File: src/logic/pocr_map.vh
// Command codes, field positions, reset values and timing of the output control registers
`ifndef POCR_MAP_VH
`define POCR_MAP_VH
`define POCR_CMD_PAGE 8'h00
`define POCR_CMD_OPER 8'h01
`define POCR_CMD_CFG 8'h02
`define POCR_CMD_CLEAR 8'h03
`define POCR_CMD_WP 8'h10
`define POCR_CMD_STORE 8'h11
`define POCR_CMD_RESTORE 8'h12
`define POCR_CMD_CAP 8'h19
`define POCR_CMD_MASK 8'h1b
`define POCR_CMD_MODE 8'h20
`define POCR_CMD_VOUT 8'h21
`define POCR_CMD_STATUS 8'h7a
`define POCR_RST_OPER 8'h80
`define POCR_RST_CFG 8'h1e
`define POCR_RST_WP 8'h00
`define POCR_RST_CAP 8'hd0
`define POCR_RST_MASK 8'h00
`define POCR_RST_MODE 8'h17
`define POCR_RST_VOUT 16'h0133
`define POCR_RST_STATUS 8'h00
`define POCR_MODE_LINEAR 8'h17
`define POCR_MODE_VID 8'h21
`define POCR_OP_ON 7
`define POCR_OP_SOFT 6
`define POCR_CFG_PU 4
`define POCR_CFG_CMD 3
`define POCR_CFG_CTRL 2
`define POCR_CFG_POL 1
`define POCR_CFG_OFF 0
`define POCR_WP_B5 5
`define POCR_WP_B6 6
`define POCR_WP_B7 7
`define POCR_PAGE_BOTH 7
`define POCR_PAGE_IDX 0
`define POCR_PAGE_MASK 8'h81
`define POCR_OPER_MASK 8'hc0
`define POCR_CFG_MASK 8'h1f
`define POCR_WP_MASK 8'he0
`define POCR_SCALE_1 2'b00
`define POCR_SCALE_HALF 2'b01
`define POCR_SCALE_QUARTER 2'b10
`define POCR_LIN1_MIN 16'h00cd
`define POCR_LIN1_MAX 16'h0300
`define POCR_LIN2_MIN 16'h019a
`define POCR_LIN2_MAX 16'h0600
`define POCR_LIN4_MIN 16'h0334
`define POCR_LIN4_MAX 16'h0c00
`define POCR_VID_BASE_MV 12'h0fa
`define POCR_VID_STEP_MV 12'h005
`define POCR_STORE_MS 100
`define POCR_CLK_MHZ 200
`define POCR_STORE_CYCLES (`POCR_STORE_MS * 1000 * `POCR_CLK_MHZ)
`endif

File: src/logic/pocr_regs.v
// Output control command registers of a dual-channel regulator controller
`timescale 1ns/1ps
`default_nettype none
`include "pocr_map.vh"
module pocr_regs #(
  parameter STORE_CYCLES = `POCR_STORE_CYCLES
) (
  input wire core_clk,
  input wire rst,
  input wire nvm_clear,
  input wire cmd_valid,
  input wire cmd_write,
  input wire [7:0] cmd_code,
  input wire [15:0] cmd_wdata,
  input wire [1:0] loop_scale_sel,
  input wire [1:0] channel_enable_pin,
  input wire [1:0] chan_slave,
  input wire [1:0] chan_fault,
  input wire [7:0] status_event,
  output reg cmd_ack,
  output reg [15:0] cmd_rdata,
  output reg cmd_busy,
  output reg alert_n,
  output reg vid_mode,
  output wire [1:0] chan_on,
  output wire [1:0] chan_soft_off,
  output wire [31:0] chan_setpoint,
  output wire [23:0] chan_vid_mv
);
  localparam [7:0] CFG_DEFAULT = `POCR_RST_CFG;
  wire [13:0] sync_bus;
  wire [1:0] en_s, slave_s, fault_s, clear_req;
  wire [7:0] event_s;
  reg both_channel_select, channel_index_select, init_done;
  reg [7:0] wp, mode, mask, status, nv_mode, nv_mask, next_status;
  reg [24:0] store_cnt;
  reg [7:0] op_r [0:1], cfg_r [0:1];
  reg [15:0] vout_r [0:1];
  reg on_a [0:1], soft_a [0:1];
  reg [11:0] mv_a [0:1];
  wire cmd_go, wr, rd, rd_ch, clear_cmd, restore_cmd, store_cmd;
  reg [15:0] next_rdata;

  pocr_sync #(.WIDTH(14)) u_sync (
    .core_clk(core_clk),
    .rst(rst),
    .async_in({status_event, chan_fault, chan_slave, channel_enable_pin}),
    .sync_out(sync_bus)
  );
  assign en_s = sync_bus[1:0];
  assign slave_s = sync_bus[3:2];
  assign fault_s = sync_bus[5:4];
  assign event_s = sync_bus[13:6];

  // Write permission of a command under a protection value
  function wr_ok;
    input [7:0] code;
    input [7:0] prot;
    begin
      if (prot[`POCR_WP_B7]) begin
        wr_ok = (code == `POCR_CMD_WP);
      end else if (prot[`POCR_WP_B6]) begin
        wr_ok = (code == `POCR_CMD_WP) || (code == `POCR_CMD_PAGE) ||
                (code == `POCR_CMD_OPER);
      end else if (prot[`POCR_WP_B5]) begin
        wr_ok = (code == `POCR_CMD_WP) || (code == `POCR_CMD_PAGE) ||
                (code == `POCR_CMD_OPER) || (code == `POCR_CMD_CFG) ||
                (code == `POCR_CMD_VOUT);
      end else begin
        wr_ok = 1'b1;
      end
    end
  endfunction

  // Setpoint validity for the current format and loop scale
  function vout_ok;
    input [15:0] val;
    input [7:0] fmt;
    input [1:0] scale;
    begin
      if (fmt == `POCR_MODE_VID) begin
        vout_ok = (val[15:8] == 8'h00);
      end else begin
        case (scale)
          `POCR_SCALE_1: vout_ok = (val >= `POCR_LIN1_MIN) && (val <= `POCR_LIN1_MAX);
          `POCR_SCALE_HALF: vout_ok = (val >= `POCR_LIN2_MIN) && (val <= `POCR_LIN2_MAX);
          `POCR_SCALE_QUARTER: vout_ok = (val >= `POCR_LIN4_MIN) && (val <= `POCR_LIN4_MAX);
          default: vout_ok = 1'b0;
        endcase
      end
    end
  endfunction

  // Store keeps the command port deaf until it completes
  assign cmd_go = cmd_valid & ~cmd_busy;
  assign wr = cmd_go & cmd_write;
  assign rd = cmd_go & ~cmd_write;
  assign clear_cmd = wr & (cmd_code == `POCR_CMD_CLEAR);
  assign store_cmd = wr & (cmd_code == `POCR_CMD_STORE);
  assign restore_cmd = wr & (cmd_code == `POCR_CMD_RESTORE);
  // Reads use channel 0 when both selected
  assign rd_ch = both_channel_select ? 1'b0 : channel_index_select;

  // Global registers, status, store timer and read port
  always @* begin
    next_status = status;
    if (clear_cmd | (|clear_req)) begin
      next_status = `POCR_RST_STATUS;
    end
    if (!cmd_busy) begin
      next_status = next_status | event_s;
    end
  end

  always @* begin
    next_rdata = 16'h0000;
    case (cmd_code)
      `POCR_CMD_PAGE: next_rdata = {8'h00, both_channel_select, 6'h00, channel_index_select};
      `POCR_CMD_OPER: next_rdata = {8'h00, op_r[rd_ch]};
      `POCR_CMD_CFG: next_rdata = {8'h00, cfg_r[rd_ch]};
      `POCR_CMD_WP: next_rdata = {8'h00, wp};
      `POCR_CMD_CAP: next_rdata = {8'h00, `POCR_RST_CAP};
      `POCR_CMD_MASK: next_rdata = {mask, `POCR_CMD_STATUS};
      `POCR_CMD_MODE: next_rdata = {8'h00, mode};
      `POCR_CMD_VOUT: next_rdata = vout_r[rd_ch];
      `POCR_CMD_STATUS: next_rdata = {8'h00, status};
      default: next_rdata = 16'h0000;
    endcase
  end

  always @(posedge core_clk or posedge nvm_clear) begin
    if (nvm_clear) begin
      nv_mode <= `POCR_RST_MODE;
      nv_mask <= `POCR_RST_MASK;
    end else if (store_cmd) begin
      nv_mode <= mode;
      nv_mask <= mask;
    end
  end

  always @(posedge core_clk or posedge rst) begin
    if (rst) begin
      both_channel_select <= 1'b0;
      channel_index_select <= 1'b0;
      wp <= `POCR_RST_WP;
      mode <= `POCR_RST_MODE;
      mask <= `POCR_RST_MASK;
      status <= `POCR_RST_STATUS;
      store_cnt <= 25'h0000000;
      init_done <= 1'b0;
      cmd_ack <= 1'b0;
      cmd_rdata <= 16'h0000;
      cmd_busy <= 1'b0;
      alert_n <= 1'b1;
      vid_mode <= 1'b0;
    end else begin
      init_done <= 1'b1;
      cmd_ack <= cmd_go;
      if (rd) begin
        cmd_rdata <= next_rdata;
      end
      status <= next_status;
      // Masked bits never raise the alert
      alert_n <= ~|(next_status & ~mask);
      vid_mode <= (mode == `POCR_MODE_VID);
      if (store_cmd) begin
        cmd_busy <= 1'b1;
        store_cnt <= STORE_CYCLES[24:0] - 25'h0000001;
      end else if (store_cnt != 25'h0000000) begin
        store_cnt <= store_cnt - 25'h0000001;
      end else begin
        cmd_busy <= 1'b0;
      end
      if (!init_done) begin
        mode <= nv_mode;
        mask <= nv_mask;
      end else if (restore_cmd) begin
        if (wr_ok(`POCR_CMD_MODE, wp)) begin
          mode <= nv_mode;
        end
        if (wr_ok(`POCR_CMD_MASK, wp)) begin
          mask <= nv_mask;
        end
      end else if (wr && wr_ok(cmd_code, wp)) begin
        case (cmd_code)
          `POCR_CMD_PAGE: begin
            if (!(cmd_wdata[`POCR_PAGE_BOTH] && !cmd_wdata[`POCR_PAGE_IDX])) begin
              both_channel_select <= cmd_wdata[`POCR_PAGE_BOTH];
              channel_index_select <= cmd_wdata[`POCR_PAGE_IDX];
            end
          end
          `POCR_CMD_WP: begin
            if ((cmd_wdata[`POCR_WP_B5] + cmd_wdata[`POCR_WP_B6] +
                 cmd_wdata[`POCR_WP_B7]) <= 2'h1) begin
              wp <= cmd_wdata[7:0] & `POCR_WP_MASK;
            end
          end
          `POCR_CMD_MODE: begin
            if ((cmd_wdata[7:0] == `POCR_MODE_LINEAR) || (cmd_wdata[7:0] == `POCR_MODE_VID)) begin
              mode <= cmd_wdata[7:0];
            end
          end
          `POCR_CMD_MASK: begin
            if (cmd_wdata[7:0] == `POCR_CMD_STATUS) begin
              mask <= cmd_wdata[15:8];
            end
          end
          default: ;
        endcase
      end
    end
  end

  // Per-channel control, configuration, setpoint and power-up logic
  genvar ch;
  generate
    for (ch = 0; ch < 2; ch = ch + 1) begin : g_ch
      reg [7:0] nv_op, nv_cfg;
      reg [15:0] nv_vout;
      reg pol_eff, off_seen, latched, clr_pulse;
      wire sel, wr_ch, en_act, want, on_next, soft_next;
      wire [11:0] vid_code;

      assign sel = both_channel_select | (channel_index_select == ch);
      // Slave channel writes have no effect
      assign wr_ch = wr & sel & ~slave_s[ch] & wr_ok(cmd_code, wp);
      assign clear_req[ch] = clr_pulse;
      // Polarity from the power-up copy only
      assign en_act = pol_eff ? en_s[ch] : ~en_s[ch];
      // On bit heeded only when enabled
      assign want = ~cfg_r[ch][`POCR_CFG_PU] |
                    ((~cfg_r[ch][`POCR_CFG_CMD] | op_r[ch][`POCR_OP_ON]) &
                     (~cfg_r[ch][`POCR_CFG_CTRL] | en_act));
      // Latched fault holds the channel off
      assign on_next = want & ~latched & init_done;
      assign soft_next = (cfg_r[ch][`POCR_CFG_CMD] & ~op_r[ch][`POCR_OP_ON]) ?
                         op_r[ch][`POCR_OP_SOFT] :
                         ((cfg_r[ch][`POCR_CFG_CTRL] & ~en_act) ? ~cfg_r[ch][`POCR_CFG_OFF] : 1'b0);
      assign vid_code = {4'h0, vout_r[ch][7:0]};

      always @(posedge core_clk or posedge nvm_clear) begin
        if (nvm_clear) begin
          nv_op <= `POCR_RST_OPER;
          nv_cfg <= `POCR_RST_CFG;
          nv_vout <= `POCR_RST_VOUT;
        end else if (store_cmd) begin
          nv_op <= op_r[ch];
          nv_cfg <= cfg_r[ch];
          nv_vout <= vout_r[ch];
        end
      end

      always @(posedge core_clk or posedge rst) begin
        if (rst) begin
          op_r[ch] <= `POCR_RST_OPER;
          cfg_r[ch] <= `POCR_RST_CFG;
          vout_r[ch] <= `POCR_RST_VOUT;
          pol_eff <= CFG_DEFAULT[`POCR_CFG_POL];
          off_seen <= 1'b0;
          latched <= 1'b0;
          clr_pulse <= 1'b0;
          on_a[ch] <= 1'b0;
          soft_a[ch] <= 1'b0;
          mv_a[ch] <= 12'h000;
        end else begin
          clr_pulse <= 1'b0;
          latched <= (fault_s[ch] & ~cmd_busy) | (latched & ~clr_pulse);
          // Output follows the gated on request
          on_a[ch] <= on_next;
          soft_a[ch] <= on_next ? 1'b0 : soft_next;
          // 250 mV at code 1, 5 mV per code
          if (vid_mode && (vid_code != 12'h000)) begin
            mv_a[ch] <= `POCR_VID_BASE_MV + `POCR_VID_STEP_MV * (vid_code - 12'h001);
          end else begin
            mv_a[ch] <= 12'h000;
          end
          if (!init_done) begin
            op_r[ch] <= nv_op;
            cfg_r[ch] <= nv_cfg;
            vout_r[ch] <= nv_vout;
            pol_eff <= nv_cfg[`POCR_CFG_POL];
          end else if (restore_cmd) begin
            if (wr_ok(`POCR_CMD_OPER, wp)) begin
              op_r[ch] <= nv_op;
            end
            if (wr_ok(`POCR_CMD_CFG, wp)) begin
              cfg_r[ch] <= nv_cfg;
            end
            if (wr_ok(`POCR_CMD_VOUT, wp)) begin
              vout_r[ch] <= nv_vout;
            end
          end else if (wr_ch) begin
            case (cmd_code)
              `POCR_CMD_OPER: begin
                op_r[ch] <= cmd_wdata[7:0] & `POCR_OPER_MASK;
                if (!cmd_wdata[`POCR_OP_ON]) begin
                  off_seen <= 1'b1;
                end else begin
                  off_seen <= 1'b0;
                  clr_pulse <= off_seen;
                end
              end
              `POCR_CMD_CFG: cfg_r[ch] <= cmd_wdata[7:0] & `POCR_CFG_MASK;
              `POCR_CMD_VOUT: begin
                if (vout_ok(cmd_wdata, mode, loop_scale_sel)) begin
                  vout_r[ch] <= cmd_wdata;
                end
              end
              default: ;
            endcase
          end
        end
      end
    end
  endgenerate

  assign chan_on = {on_a[1], on_a[0]};
  assign chan_soft_off = {soft_a[1], soft_a[0]};
  assign chan_setpoint = {vout_r[1], vout_r[0]};
  assign chan_vid_mv = {mv_a[1], mv_a[0]};
endmodule // pocr_regs
`default_nettype wire

File: src/logic/pocr_sync.v
// Two-flop synchroniser for pins from outside the core clock domain
`timescale 1ns/1ps
`default_nettype none
module pocr_sync #(
  parameter WIDTH = 1
) (
  input wire core_clk,
  input wire rst,
  input wire [WIDTH-1:0] async_in,
  output reg [WIDTH-1:0] sync_out
);
  reg [WIDTH-1:0] stage1;

  always @(posedge core_clk or posedge rst) begin
    if (rst) begin
      stage1 <= {WIDTH{1'b0}};
      sync_out <= {WIDTH{1'b0}};
    end else begin
      stage1 <= async_in;
      sync_out <= stage1;
    end
  end
endmodule // pocr_sync
`default_nettype wire

File: config.mk
export PLATFORM = sky130hd
export DESIGN_NAME = pocr_regs
export DESIGN_NICKNAME = d
export VERILOG_FILES = /design/src/logic/pocr_regs.v /design/src/logic/pocr_sync.v
export VERILOG_INCLUDE_DIRS = /design/src /design/src/logic
export SDC_FILE = /design/constraint.sdc
export NUM_CORES = 1
export LEC_CHECK = 0
export BUFFER_PORTS_ARGS = -buffer_cell sky130_fd_sc_hd__buf_4
export CAP_MARGIN = 10
export CORE_MARGIN = 4
export CORE_UTILIZATION = 49
export CTS_BUF_LIST = sky130_fd_sc_hd__clkbuf_8
export CTS_CLUSTER_DIAMETER = 80
export DETAILED_ROUTE_END_ITERATION = 10
export GPL_TIMING_DRIVEN = 0
export HOLD_SLACK_MARGIN = 0.1
export PLACE_DENSITY = 0.78
export SYNTH_ARGS = -nofsm -noshare
export SYNTH_HDL_FRONTEND = slang
export SYNTH_SLANG_ARGS = --single-unit
File: constraint.sdc
create_clock -name core_clk -period 7.3 [get_ports core_clk]
set_input_delay 0 -clock core_clk [delete_from_list [all_inputs] [get_ports core_clk]]
set_output_delay 0 -clock core_clk [all_outputs]
set_load 0.05 [all_outputs]
**Word-level counts from Yosys, hierarchy flattened**

Cells that the tools add are included.
W data, S select, Z words.

- Bits in read-only memories: 0
- Flip-flop bits (word level): 283
- Output and inout bits: 80
- Memories kept: 0
- Bits of input ports: 45
- Latch bits: 0
- Memory bits (writable): 0

- Multiplexer cells: 106
- Add/subtract/negate cells: 7
- Divide/modulo/power cells: 0
- Multiply operators: 2
- Order comparisons: 8
- Bitwise gates (word level): 66
- Reduce and logical (&&, ||, !) cells: 35
- Shift-type cells: 0
- Eq/ne operators: 33

Operators by type and width:

| operator | number |
|---|---|
| $mux W8 | 38 |
| $mux W16 | 15 |
| $pmux W16 S9 | 1 |
| $mux W25 | 2 |
| $eq A8 B5 Y1 const B | 6 |
| $mux W1 | 47 |
| $ne A3 B1 Y1 const B | 12 |
| $eq A8 B6 Y1 const B | 4 |
| $and A1 B1 Y1 | 26 |
| $not A1 Y1 | 25 |
| $reduce_bool A25 Y1 | 1 |
| $sub A25 B1 Y25 const B | 1 |
| $add A8 B12 Y12 const A | 2 |
| $mul A3 B12 Y12 const A | 2 |
| $mux W12 | 2 |
| $reduce_and A4 Y1 | 6 |
| $reduce_bool A12 Y1 | 2 |
| $sub A8 B1 Y9 const B | 2 |
| $eq A8 B2 Y1 const B | 2 |
| $eq A8 B7 Y1 const B | 2 |
| $ge A16 B10 Y1 const B | 1 |
| $ge A16 B8 Y1 const B | 1 |
| $ge A16 B9 Y1 const B | 1 |
| $le A16 B10 Y1 const B | 1 |
| other kinds (27) | 55 |

**Logic depth before layout (Yosys ltp)**

- Depth in word-level cells: 17
- Mapped depth: 14

**By module**

From an unflattened synthesis, not the netlist that was laid out.

- Cell total of the unflattened synthesis: 1424
- Area total of the unflattened synthesis: 13534.2 sq um

By module, submodules not included:

| module | sequential area each (sq um) | area an instance (sq um) | cells each | instances |
|---|---|---|---|---|
| pocr_regs | 6444.9 | 12829.8 | 1395 | 1 |
| pocr_sync | 700.7 | 704.4 | 29 | 1 |

**Least setup slack after synthesis**

No wires, ideal clock.

- Path kind: reg-to-reg
- Start point: register vout_r, in the netlist chan_setpoint[0]
- End point: register mv_a, in the netlist chan_vid_mv[10]
- Data required time: 7.168 ns
- Arrival time: 3.775 ns
- Library setup time: 0.132 ns
- Setup slack: 3.393 ns
- Stages on the path, launching flop included: 15
- Cell sequence: dfstp_2 > inv_1 > ha_1 > and3_1 > xnor2_1 > inv_1 > fa_1 > inv_1 > ha_1 > a21o_1 > a21oi_1 > o21bai_1 > a2111oi_0 > o21ai_0 > nor3b_1

- Longest elaborated chain between the ends: 4
- Elaborated cells between the ends (all ways): 6
- Classes of those cells: add/sub: 2; mul: 1; mux: 1; reduce/logical: 2

Ends and longest elaborated chain:

| element | RTL line | text |
|---|---|---|
| from (decl) | pocr_regs.v:38 | `reg [15:0] vout_r [0:1];` |
| from (signal, indexed assignment) | pocr_regs.v:257 | `` vout_r[ch] <= `POCR_RST_VOUT; `` |
| from (signal, indexed assignment) | pocr_regs.v:280 | `vout_r[ch] <= nv_vout;` |
| from (signal, indexed assignment) | pocr_regs.v:290 | `vout_r[ch] <= nv_vout;` |
| $sub A8 B1 Y9 | pocr_regs.v:273 | `` mv_a[ch] <= `POCR_VID_BASE_MV + `POCR_VID_STEP_MV * (vid_code - 12'h001); `` |
| $mul A3 B12 Y12 (no source line) | n/a |  |
| $add A8 B12 Y12 (no source line) | n/a |  |
| $mux W12 (*) | pocr_regs.v:272 | `if (vid_mode && (vid_code != 12'h000)) begin` |
| to (signal, indexed assignment) | pocr_regs.v:273 |  |
| to (decl) | pocr_regs.v:40 | `reg [11:0] mv_a [0:1];` |

Mark *: on every way between the ends. The rest lies on a longest branch, timed or not.
A chain may end at the register's enable or synchronous reset.

**Worst setup path in the final report**

Ends and elaborated chain as after synthesis.

==> reports/metrics.cfg <==
[floorplan]
dieHeight_um=175
die_w_um=175
rows=60
ios=125
core_um2=27200
initial_utilization_pct=50.3
die_area_um2=30600

[clock_network]
cts_root_buf=clkbuf_8
numCtsBuffers=47
h-tree-depth=2
cts_tree=done
clk_latency_ns=0.58
cts_sinks=283
clk_pin_slew_ns=0.07
clockBufferDepth=3
post_cts_buffers=0
cts_resized=0

[routing]
viasPerCell=5.60
wire_per_inst_um=19.3
route.detailed.drc=0
vias=11424
drtIter0Drc=1020
dr.pass1.iters=5
ant_nets=0
wirelength_mm=39.5

[timing]
fin_tns_setup_ns=0
fin_crit_sh_pct=55.8
worst_slack_ns=3.22
finClkSkew_ns=0.0238
drv_slew=0
period_needed_ns=4.08
max_slew_margin_pct=32.3
clock.fmax_mhz=245
hold_viol_final=0
rsz0062_at_grt=false
worst_pin_slew_ns=1.01
setup_viol=0

[layout]
nets=1718
finalNonFillerCells=2041
post_route_cells_drive_above_1_share_pct=18.9
fin_util_pct=61.7
area_growth_pct=22.8

[synthesis]
syn_area_um2=13700
async_reset_ff_share_pct=100
synth_cells=1395
ys.flop_type=dfrtp_1
synth_top_cell_by_area=dfrtp_1
ys_seq_area_share_pct=52.3
synth_nets=1484
yosys_warnings=0
synth_top_area_share_pct=42.5
synth_edf_count=0
netlist_top_cells_count=nand2_1, dfrtp_1, a21oi_1, inv_1, o21ai_0
synth.distinct_cells=74
yosysMostFrequentCell=nand2_1
ys_ff_latch=283
synthTopCellsByArea=dfrtp_1, dfstp_2, nand2_1
syn_avg_cell_area_um2=9.80

[hold_path]
hp-start=cmd_code[7]
min_to=cmd_rdata[12]$_DFFE_PP0P_
min-delay-path-class=input pin to flop
hold_depth=5

[place]
post-place-ws_ns=3.22
place.gp.congestion=0.947
port-buffer-count=121
dp.cells=1890
hpwlAfterDp_mm=27.6

[setup_path]
startpoint_type=flop
reg2reg_depth=14
critPathMaxFanout=7
timing.reg2reg.setup_slack_ns=3.22
r2r_start=chan_setpoint[0]$_DFFE_PP1P_
endpoint_kind=flop
crit_arrival_ns=4.52
rr_endpoint=chan_vid_mv[10]$_DFF_PP0_
crit_type=flop to flop
crit_required_ns=7.75

[job]
drv_cap=0

[grt]
overflow=0
antenna_found_initial=0
grt_use_total_pct=25.8
grt_pass1_wl_mm=63.5
grt_pass1_vias=11750
grt_max_degree=128

[power]
p_leak_uw=0.00793
ir_drop_v=0.000181
power_density_nw_per_um2=271

[run_status]
status=completed

==> layout by cell type, fill, tap and decap left out, drive strengths merged, types with 5 or more instances in the layout <==
cell type	synthesis	layout
a211oi	8	8
a21o	8	8
a21oi	89	89
a221oi	6	6
a22o	33	33
a31oi	5	5
and2	12	12
and3	14	14
buf	9	132
clkbuf	54	116
clkinv	0	6
dfrtp	232	232
dfstp	51	51
dlygate4sd3	0	62
fa	8	8
ha	36	36
inv	75	90
mux2	33	33
mux2i	35	35
nand2	348	348
nand2b	7	7
nand3	16	16
nand4	10	10
nor2	60	60
nor2b	5	5
nor3	25	25
nor4	13	13
nor4b	5	5
o211ai	11	11
o21ai	66	66
or2	6	6
or3	13	13
or4	7	7
xnor2	31	31
xor2	16	16
==> where the power goes <==
group	total [uW]	switching, uW	internal [uW]	leakage [uW]
Sequential	1720	74.6	1640	0.00352
Combinational	1310	752	554	0.00382
Clock	1530	660	870	0.000591
Total	4550	1490	3070	0.00793
==> worst max-delay path, stage by stage (launching register included) <==
cell and delay [ns]:
dfstp_2 0.61, inv_1 0.14, ha_1 0.27, and3_1 0.21, xnor2_1 0.33, inv_1 0.15
fa_1 0.55, inv_1 0.04, ha_1 0.33, a21o_1 0.18, a21oi_1 0.21, o21bai_1 0.11
a2111oi_0 0.51, o21ai_0 0.16, nor3b_1 0.16
==> through the flow <==
step	area, um^2	hold WS, ns	total power, uW
2_1_floorplan	13700	0.0314	2710
3_3_place_gp	15000	0.109	2970
3_5_place_dp	15100	-0.00935	3010
4_1_cts	16800	0.103	4580
5_1_grt	16800	0.113	4810
6_report	16800	0.158	4550
==> logic make-up after synthesis <==
logic type / Yosys count / synth area share [%]
simple gates: 557 / 18.6
flops: 283 / 52.3
compound gates: 256 / 12.1
buf+inv: 138 / 4.02
mux: 69 / 5.45
xor+xnor: 47 / 3.01
fa+ha+maj: 44 / 4.47
other cells: 1 / 0.0274
==> metal layers <==
metal / global-route usage [%] / vias up / wire, um
met3: 5.32 / 125 / 3160
li1: - / 5237 / -
met1: 34.7 / 5554 / 16300
met2: 41.1 / 508 / 18400
met5: 0 / - / 0
met4: 10.5 / 0 / 1570
==> cell type report <==
class / count / area [um^2]
inverters: 75 / 292
flip-flops and latches: 283 / 7150
clock buffers: 62 / 853
clock inverters: 26 / 196
plain buffers: 63 / 268
multi-input cells: 974 / 5970
well taps: 372 / 465
diodes: 1 / 2.50
fillers: 2303 / 10400
repair buffers: 185 / 1580
==> registers in the layout, indices dropped and copies added (netlist names), 14 cells and up <==
signal	flops
u_sync.sync_out	14
cfg_r	16
g_ch.nv_cfg	16
g_ch.nv_vout	32
g_ch.nv_op	16
chan_setpoint	32
u_sync.stage1	14
store_cnt	25
chan_vid_mv	24
cmd_rdata	16
op_r	16
==> worst max-delay path by stage <==
stage                                 startpoint                              end  cells after the start
global route        chan_setpoint[0]$_DFFE_PP1P_        chan_vid_mv[10]$_DFF_PP0_                     14
detailed placement  chan_setpoint[0]$_DFFE_PP1P_        chan_vid_mv[10]$_DFF_PP0_                     14
CTS                 chan_setpoint[0]$_DFFE_PP1P_        chan_vid_mv[10]$_DFF_PP0_                     14
global placement                             rst        store_cnt[11]$_DFFE_PP0P_                      2
finish              chan_setpoint[0]$_DFFE_PP1P_        chan_vid_mv[10]$_DFF_PP0_                     14
floorplan                                    rst  both_channel_select$_DFFE_PP0P_                      1
==> timing repair <==
| item | CTS | global route |
|---|---|---|
| setup endpoints to repair | 0 | 0 |
| endpoints found under the hold margin | 240 | 0 |
| hold buffers | 62 | 0 |
(Power assumes the default switching activity.)
